--- src/design/scss_defines.vh ---
// Constants for the startup configuration select and divider sync block.
// Assumes a 40 MHz system clock and an 8-bit plain register port.
// How it works
// - Latch status, enable and data pins at reset.
// - Codes 0x0 to 0x3 select index directly.
// - Codes 0x4 to 0x9 take index from pins.
// - Address low bits from field, some from pins.
// - Status pin driver off until load done.
// - Synchronize all output dividers together.
// - Jitter mode synchronizes digital loop feedback divider.
// - Synth mode with reference input syncs analog feedback.
// - Crystal reference sync optional, then relock waited.
// - Trigger starts sync; drivers off until relock.
// - Gate clock, release resets, then ungate.
// - Synthesizer lock within 10 ms.
// - Jitter lock within 1 s; acquire filter switch.
`ifndef SCSS_DEFINES_VH
`define SCSS_DEFINES_VH
// Register offsets.
`define SCSS_OFS_CTRL   4'h0
`define SCSS_OFS_SEL    4'h1
`define SCSS_OFS_ADDR   4'h2
`define SCSS_OFS_TRIG   4'h3
`define SCSS_OFS_STRAP  4'h4
`define SCSS_OFS_RESULT 4'h5
`define SCSS_OFS_STATE  4'h6
// Control register fields.
`define SCSS_CTRL_JA    0
`define SCSS_CTRL_REFIN 1
`define SCSS_CTRL_XSYNC 2
`define SCSS_CTRL_ACQSW 3
// Reset values.
`define SCSS_CTRL_RST   4'h0
`define SCSS_SEL_RST    4'h4
`define SCSS_ADDR_RST   2'h0
// Timing.
`define SCSS_CLK_HZ     40000000
`define SCSS_SYN_LOCK_MS 10
`define SCSS_JA_LOCK_S  1
`define SCSS_SYN_LOCK_CYC (`SCSS_CLK_HZ / 1000 * `SCSS_SYN_LOCK_MS)
`define SCSS_JA_LOCK_CYC  (`SCSS_CLK_HZ * `SCSS_JA_LOCK_S)
`endif

--- src/design/scss_core.v ---
// Startup strap capture, configuration select decode and divider sync sequencer.
// Assumes pins arrive asynchronously; lock and load-done come from sys_clk logic.
`timescale 1ns/1ps
`include "scss_defines.vh"
module scss_core #(
  parameter SYN_LOCK_CYC = `SCSS_SYN_LOCK_CYC,
  parameter JA_LOCK_CYC  = `SCSS_JA_LOCK_CYC,
  parameter CNT_W        = 26
) (
  input  wire       sys_clk,
  input  wire       sys_rst,
  input  wire [3:0] reg_addr,
  input  wire [7:0] reg_wdata,
  input  wire       reg_wr,
  input  wire       reg_rd,
  output reg  [7:0] reg_rdata,
  input  wire       status_pin_in,
  input  wire       enable_select_pin,
  input  wire       data_pin_in,
  input  wire       clock_pin_in,
  input  wire       status_level,
  output reg        status_pin_out,
  output reg        status_pin_oe_n,
  input  wire       otp_load_done,
  input  wire       apll_lock,
  input  wire       dpll_lock,
  output reg  [1:0] cfg_index,
  output reg  [1:0] bus_addr_low,
  output reg        cfg_valid,
  output reg        osc_gate,
  output reg  [2:0] div_rst,
  output reg        out_drv_en,
  output reg        acquire_filter_switch
);

  // Sequencer states. WAIT fills the synchroniser and catches the straps,
  // LOAD waits for the configuration memory, GATE, RELS and UNGATE run the
  // divider sync, LOCK waits for the loops and RUN serves later triggers.
  localparam [2:0] S_WAIT   = 3'h0;
  localparam [2:0] S_LOAD   = 3'h1;
  localparam [2:0] S_GATE   = 3'h2;
  localparam [2:0] S_RELS   = 3'h3;
  localparam [2:0] S_UNGATE = 3'h4;
  localparam [2:0] S_LOCK   = 3'h5;
  localparam [2:0] S_RUN    = 3'h6;

  // State and software registers.
  reg  [3:0]       pin_s1_q;      // First synchroniser stage.
  reg  [3:0]       pin_s2_q;      // Second synchroniser stage.
  reg  [3:0]       strap_q;       // Latched strap levels: clock, data, enable, status.
  reg  [1:0]       fill_q;        // Counts synchroniser fill after reset.
  reg  [2:0]       state_q;       // Sequencer state.
  reg  [3:0]       ctrl_q;        // Mode and option bits.
  reg  [3:0]       sel_q;         // Configuration select code.
  reg  [1:0]       addr_q;        // Stored low address bits.
  reg              trig_q;        // Pending divider sync request.
  reg              tmo_q;         // Sticky lock timeout flag.
  reg  [CNT_W-1:0] lock_cnt_q;    // Cycles spent waiting for lock.
  // Combinational decode results and helpers.
  reg  [1:0]       idx_d;         // Decoded configuration index.
  reg  [1:0]       adr_d;         // Decoded address low bits.
  reg  [2:0]       rst_sel;       // Dividers to be reset by this sync.
  wire             ja;            // Jitter attenuation mode.
  wire             locked;        // Lock condition for the current mode.
  wire [CNT_W-1:0] lock_lim;      // Lock time limit for the current mode.
  wire             wr_trig;       // Software asks for a divider sync.
  wire             wr_clr;        // Software clears the timeout flag.

  // Lock condition and limit follow the mode bit. In jitter attenuation
  // mode both loops must report lock; otherwise only the analog loop.
  // Trigger and clear are decoded from a write in the same cycle.
  assign ja       = ctrl_q[`SCSS_CTRL_JA];
  assign locked   = apll_lock & (~ja | dpll_lock);
  assign lock_lim = ja ? JA_LOCK_CYC[CNT_W-1:0] : SYN_LOCK_CYC[CNT_W-1:0];
  assign wr_trig  = reg_wr & (reg_addr == `SCSS_OFS_TRIG) & reg_wdata[0];
  assign wr_clr   = reg_wr & (reg_addr == `SCSS_OFS_STATE) & reg_wdata[7];

  // Two flip-flops per pin; only the second stage is ever read.
  // Reset clears both stages so no stale level is ever caught.
  always @(posedge sys_clk) begin
    if (sys_rst) begin
      pin_s1_q <= 4'h0;
      pin_s2_q <= 4'h0;
    end else begin
      pin_s1_q <= {clock_pin_in, data_pin_in, enable_select_pin, status_pin_in};
      pin_s2_q <= pin_s1_q;
    end
  end

  // Software registers. Reset values come from the header.
  // Writes to read-only or unmapped offsets fall through and are ignored.
  // Only the low bits of each write are kept; the rest read back as zero.
  always @(posedge sys_clk) begin
    if (sys_rst) begin
      ctrl_q <= `SCSS_CTRL_RST;
      sel_q  <= `SCSS_SEL_RST;
      addr_q <= `SCSS_ADDR_RST;
    end else if (reg_wr) begin
      case (reg_addr)
        `SCSS_OFS_CTRL: begin
          ctrl_q <= reg_wdata[3:0];
        end
        `SCSS_OFS_SEL: begin
          sel_q <= reg_wdata[3:0];
        end
        `SCSS_OFS_ADDR: begin
          addr_q <= reg_wdata[1:0];
        end
        default: begin
          ctrl_q <= ctrl_q;
        end
      endcase
    end
  end

  // Read data appear in the cycle after the strobe and only there.
  // Unmapped offsets read as zero; the bus idles at zero between reads.
  // Reading has no side effects; the trigger bit shows a pending request.
  always @(posedge sys_clk) begin
    if (sys_rst) begin
      reg_rdata <= 8'h00;
    end else if (reg_rd) begin
      case (reg_addr)
        `SCSS_OFS_CTRL:   reg_rdata <= {4'h0, ctrl_q};
        `SCSS_OFS_SEL:    reg_rdata <= {4'h0, sel_q};
        `SCSS_OFS_ADDR:   reg_rdata <= {6'h00, addr_q};
        `SCSS_OFS_TRIG:   reg_rdata <= {7'h00, trig_q};
        `SCSS_OFS_STRAP:  reg_rdata <= {4'h0, strap_q};
        `SCSS_OFS_RESULT: reg_rdata <= {3'h0, cfg_valid, adr_d, idx_d};
        `SCSS_OFS_STATE:  reg_rdata <= {tmo_q, out_drv_en, 3'h0, state_q};
        default:          reg_rdata <= 8'h00;
      endcase
    end else begin
      reg_rdata <= 8'h00;
    end
  end

  // Select decode from the latched levels. Index bit1 first, then bit0.
  // Reserved codes fall back to index zero and the stored address, so a
  // bad select code still gives a usable configuration.
  always @* begin
    idx_d = 2'h0;
    adr_d = addr_q;
    case (sel_q)
      4'h0, 4'h1, 4'h2, 4'h3: idx_d = sel_q[1:0];
      4'h4: idx_d = {strap_q[1], strap_q[0]};
      4'h5: begin
        idx_d = {strap_q[2], strap_q[0]};
        adr_d = {addr_q[1], strap_q[1]};
      end
      4'h6: begin
        idx_d = {strap_q[2], strap_q[1]};
        adr_d = {addr_q[1], strap_q[0]};
      end
      4'h7: idx_d = {strap_q[2], strap_q[3]};
      4'h8: begin
        idx_d = {1'b0, strap_q[0]};
        adr_d = {strap_q[2], strap_q[1]};
      end
      4'h9: begin
        idx_d = {1'b0, strap_q[1]};
        adr_d = {strap_q[2], strap_q[0]};
      end
      default: begin
        idx_d = 2'h0;
        adr_d = addr_q;
      end
    endcase
  end

  // Which dividers a sync resets: bit0 outputs, bit1 analog, bit2 digital.
  // A crystal-referenced analog loop is only synced when software asks.
  // Output dividers are always synced so the outputs stay aligned.
  // The digital feedback divider is synced only in jitter attenuation mode.
  always @* begin
    rst_sel    = 3'h1;
    rst_sel[2] = ja;
    rst_sel[1] = (~ja & ctrl_q[`SCSS_CTRL_REFIN])
               | (~ctrl_q[`SCSS_CTRL_REFIN] & ctrl_q[`SCSS_CTRL_XSYNC]);
  end

  // Sequencer: strap capture, load wait, sync, lock wait and run.
  // The first sync after reset runs without a trigger, as at power-up.
  always @(posedge sys_clk) begin
    if (sys_rst) begin
      state_q    <= S_WAIT;
      fill_q     <= 2'h0;
      strap_q    <= 4'h0;
      trig_q     <= 1'b0;
      tmo_q      <= 1'b0;
      lock_cnt_q <= {CNT_W{1'b0}};
      // Dividers held in reset and drivers off until the first sync.
      osc_gate   <= 1'b0;
      div_rst    <= 3'h7;
      out_drv_en <= 1'b0;
      cfg_valid  <= 1'b0;
    end else begin
      // A trigger written while a sync is running is held and served later.
      if (wr_trig) begin
        trig_q <= 1'b1;
      end
      // Timeout set wins over a clear in the same cycle.
      if (wr_clr) begin
        tmo_q <= 1'b0;
      end
      // One step of the startup and sync sequence per clock.
      case (state_q)
        S_WAIT: begin
          // Pins pass the synchroniser before the levels are caught.
          // Three edges after reset the second stage holds real pin levels.
          fill_q <= fill_q + 2'h1;
          if (fill_q == 2'h2) begin
            strap_q   <= pin_s2_q;
            cfg_valid <= 1'b1;
            state_q   <= S_LOAD;
          end
        end
        S_LOAD: begin
          // Nothing moves until the configuration load is finished.
          lock_cnt_q <= {CNT_W{1'b0}};
          if (otp_load_done) begin
            state_q <= S_GATE;
          end
        end
        S_GATE: begin
          // Stop the oscillator, hold the chosen dividers and drop the drivers.
          osc_gate   <= 1'b1;
          div_rst    <= rst_sel;
          out_drv_en <= 1'b0;
          state_q    <= S_RELS;
        end
        S_RELS: begin
          // Resets let go while the oscillator is still stopped.
          div_rst <= 3'h0;
          state_q <= S_UNGATE;
        end
        S_UNGATE: begin
          // Oscillator restarts; every divider sees the same first edge.
          osc_gate   <= 1'b0;
          lock_cnt_q <= {CNT_W{1'b0}};
          state_q    <= S_LOCK;
        end
        S_LOCK: begin
          // Drivers stay off until the mode's loops report lock again.
          // A timeout only flags; the wait goes on so a late lock still recovers.
          if (locked) begin
            out_drv_en <= 1'b1;
            state_q    <= S_RUN;
          end else if (lock_cnt_q == lock_lim) begin
            tmo_q <= 1'b1;
          end else begin
            lock_cnt_q <= lock_cnt_q + {{(CNT_W-1){1'b0}}, 1'b1};
          end
        end
        S_RUN: begin
          // Pending triggers start a new sync from here only.
          if (trig_q) begin
            trig_q  <= 1'b0;
            state_q <= S_GATE;
          end
        end
        default: begin
          // Unused codes return to the start.
          state_q <= S_WAIT;
        end
      endcase
    end
  end

  // Registered select results; zero until the straps are caught.
  // Registered so the outputs come straight from flip-flops.
  always @(posedge sys_clk) begin
    if (sys_rst) begin
      cfg_index    <= 2'h0;
      bus_addr_low <= 2'h0;
    end else begin
      cfg_index    <= cfg_valid ? idx_d : 2'h0;
      bus_addr_low <= cfg_valid ? adr_d : 2'h0;
    end
  end

  // Status pin stays undriven until the load, so it can act as a strap.
  // The level itself is registered every cycle; only the enable waits.
  // Keeping the driver off also spares the strap resistor on the board.
  always @(posedge sys_clk) begin
    if (sys_rst) begin
      status_pin_out  <= 1'b0;
      status_pin_oe_n <= 1'b1;
    end else begin
      status_pin_out  <= status_level;
      status_pin_oe_n <= ~(otp_load_done & cfg_valid);
    end
  end

  // Acquire filter is used only while the jitter loop is acquiring.
  // Outside jitter attenuation mode the switch is always low.
  // Registered from the state, so it drops the cycle after lock is reached.
  always @(posedge sys_clk) begin
    if (sys_rst) begin
      acquire_filter_switch <= 1'b0;
    end else begin
      acquire_filter_switch <= ja & ctrl_q[`SCSS_CTRL_ACQSW]
                             & (state_q == S_LOCK);
    end
  end

endmodule // scss_core

--- config.mk ---
export PLATFORM = sky130hd
export DESIGN_NAME = scss_core
export DESIGN_NICKNAME = d
export VERILOG_FILES = /design/src/design/scss_core.v
export VERILOG_INCLUDE_DIRS = /design/src /design/src/design
export SDC_FILE = /design/constraint.sdc
export NUM_CORES = 1
export LEC_CHECK = 0
export BUFFER_PORTS_ARGS = -buffer_cell sky130_fd_sc_hd__buf_2
export CAP_MARGIN = 20
export CORE_ASPECT_RATIO = 2
export CORE_UTILIZATION = 48
export CTS_BUF_LIST = sky130_fd_sc_hd__clkbuf_8
export CTS_CLUSTER_SIZE = 28
export DETAILED_ROUTE_END_ITERATION = 8
export GPL_TIMING_DRIVEN = 0
export HOLD_SLACK_MARGIN = 0.02
export MAX_ROUTING_LAYER = met4
export PLACE_DENSITY = 0.66
export SYNTH_ARGS = -nofsm -noshare
export SYNTH_HDL_FRONTEND = slang
export SYNTH_SLANG_ARGS = --single-unit
export TNS_END_PERCENT = 100
--- constraint.sdc ---
create_clock -name sys_clk -period 2.7 [get_ports sys_clk]
set_input_delay 0.27 -clock sys_clk [delete_from_list [all_inputs] [get_ports sys_clk]]
set_output_delay 0.27 -clock sys_clk [all_outputs]
set_load 0.01 [all_outputs]
==> flow_metrics.py <==
metrics = {
    "detailed_routing": {
        "wl_per_cell_um": 16.7,
        "drc": 0,
        "firstDrtPassIters": 4,
        "via_per_inst": 5.64,
        "drt_iter0_drc": 165,
        "wl_um": 9390,
        "ant_nets": 0,
        "via_count": 3170,
    },
    "setup_path": {
        "critPathLaunchType": "register",
        "critPathMaxFanout": 6,
        "cp.arrival_ns": 2.62,
        "end_kind": "register",
        "critical_path_class": "register to register",
        "cp.required_ns": 2.99,
    },
    "clocking": {
        "cts_resized": 0,
        "cts_setup_buffers": 0,
        "clockBufferDepth": 2,
        "cts_sinks": 75,
        "path_clk_slew_ns": 0.08,
        "clock_latency_ns": 0.35,
        "htree_levels": 3,
        "cts_root_buffer": "clkbuf_8",
        "postCtsHoldBufs": 0,
        "cts_made_buffers": 9,
        "cts_tree": "built",
    },
    "place": {
        "dpl.hpwl_um": 7240,
        "portBuffers": 38,
        "place.gp.congestion": 0.976,
        "dp_slack_ns": 0.405,
    },
    "synth": {
        "yosys.area.top_type": "dfxtp_1",
        "synthTopCellsByArea": "dfxtp_1 (42%), nor2_1 (6.4%), mux2i_1 (5.9%)",
        "synth.net_count": 443,
        "synth-edff-count": 0,
        "yosysMostFrequentCell": "dfxtp_1",
        "yosys_warnings": 0,
        "syn_inst": 416,
        "synth_cell_types": 61,
        "yosysSeqAreaShare_pct": 42.0,
        "ys_async_sr_fraction_pct": 0,
        "netlist_area_sq_um": 3570,
        "synth-seq-cells": 75,
        "synth_common_cells": "dfxtp_1 (75), nor2_1 (61), nand2_1 (27)",
        "avgSynthCellArea_sq_um": 8.59,
        "synth_ff_type": "dfxtp_1",
        "yosys.area.top_type_share_pct": 42.0,
    },
    "layout": {
        "num_antenna_cells": 0,
        "multi_input_area_sq_um": 1920,
        "nets": 492,
        "final-seq-area_sq_um": 1500,
        "num-fill-cells": 724,
        "syn_to_final_growth_pct": 16.3,
        "drive_gt1_share_pct": 14.5,
        "final_util_pct": 57.6,
    },
    "power_and_ir_drop": {
        "powerDensity_nw_per_um2": 684,
        "ir_worst_vdd_mv": 0.531,
        "finalPower_mw": 2.84,
        "p_leak_nw": 1.57,
    },
    "job": {
        "maxCapViolations": 0,
    },
    "sta": {
        "drv_slew": 0,
        "rsz0062_at_grt": "false",
        "worstMarginPinSlew_ns": 0.900,
        "slew_headroom_pct": 39.9,
        "fin_tns_setup_ns": 0,
        "period_needed_ns": 2.33,
        "fin_crit_sh_pct": 86.4,
        "fmax_mhz": 429,
        "setup-violations-final": 0,
        "fin_skew_ns": 0.00709,
        "hold_viol": 0,
        "worst_slack_ns": 0.368,
    },
    "die": {
        "core_sq_um": 7210,
        "ioPinCount": 45,
        "die_h_um": 124,
        "initial_utilization_pct": 49.5,
        "rows": 44,
        "die_area_sq_um": 7810,
        "die_x_um": 63,
    },
    "grt": {
        "grt_overflow": 0,
        "grt_pass1_wl_um": 14500,
        "grt_max_degree": 13,
        "first_global_vias": 2941,
        "antenna_found_initial": 0,
        "track_usage_pct": 25.9,
    },
    "run_status": {
        "status": "finished, final reports clean",
    },
    "min_path": {
        "holdCritPathClass": "input pin to register",
    },
}
-- layout make-up --
class / count / area share (%)
Inverter: 14 / 1.27
Tap cell: 92 / 2.77
Multi-Input combinational cell: 307 / 46.3
Clock inverter: 5 / 2.98
Buffer: 20 / 2.26
Sequential cell: 75 / 36.2
Timing Repair Buffer: 38 / 4.58
Clock buffer: 11 / 3.65
-- metal layers --
metal | wire (um) | track usage (%)
met5 | 0 | -
met4 | 446 | 16.3
met3 | 308 | 4.49
met2 | 5300 | 50.1
met1 | 3330 | 22.6
-- report_power, final --
part           total (mW)  internal [mW]  switching (mW)
combinational       0.456          0.171           0.285
sequential           1.21           1.16          0.0473
clock                1.18          0.755           0.422
total                2.84           2.08           0.754
-- metrics by stage --
stage | area (sq um) | instances | hold WS (ns)
after detailed placement | 3880 | 546 | 0.425
after CTS | 4150 | 562 | 0.121
final | 4150 | 562 | 0.128
after floorplan | 3570 | 416 | 0.354
after global placement | 3880 | 546 | 0.417
after global routing | 4150 | 562 | 0.123
-- critical path, cell delays in order (launching register included) --
cell	delay (ns)
dfxtp_1	0.44
nand3b_1	0.17
a21o_1	0.25
a21oi_1	0.56
nand2_1	0.28
or3_1	0.41
a21oi_1	0.14
-- kinds of logic after synthesis --
logic type / share of synthesized area [%]
AND/OR/NAND/NOR: 29.6
buffers and inverters: 4.10
AO/OA/AOI/OAI: 13.2
multiplexers: 6.20
XOR/XNOR: 3.68
adder cells (fa/ha/maj): 1.05
other: 0.105
flip-flops: 42.0
-- placed cells by master, fill, tap and decap left out, types with 3 or more instances in the layout --
cell,Yosys,layout
dfxtp_1,75,75
nor2_1,61,61
buf_2,0,38
nand2_1,27,27
a21oi_1,21,21
mux2i_1,21,21
nand3_1,16,16
nor2b_1,16,16
inv_1,14,15
clkbuf_1,15,15
o21ai_0,12,12
clkbuf_8,0,11
nand2b_1,8,8
or3_1,8,8
xnor2_1,8,8
and3_1,7,7
xor2_1,7,7
nand4_1,7,7
nor3_1,7,7
nand3b_1,5,5
a21oi_2,5,5
a211oi_1,4,4
nor3b_1,4,4
o21ai_1,4,4
bufinv_16,0,4
and2_1,3,3
nor4_1,3,3
nor4b_1,3,3
o22a_1,3,3
and3b_1,3,3
or4_1,3,3
ha_1,3,3
-- worst paths after layout --
path | startpoint | to | slack, ns | cells after the start
setup / recovery | state_q[0] | lock_cnt_q[15] | 0.37 | 6
hold / removal | status_pin_in | pin_s1_q[0] | 0.13 | 2
setup reg to reg | state_q[0] | lock_cnt_q[15] | 0.37 | 6
hold reg to reg | pin_s1_q[0] | pin_s2_q[0] | 0.44 | 1
-- sequential cells by signal (all words and copies together) (netlist names), 3 cells and up --
signal and count:
ctrl_q 4, div_rst 3, lock_cnt_q 26, pin_s1_q 4, pin_s2_q 4, reg_rdata 7
sel_q 4, state_q 3, strap_q 4
Note: power is estimated with default switching activity, not from simulation.
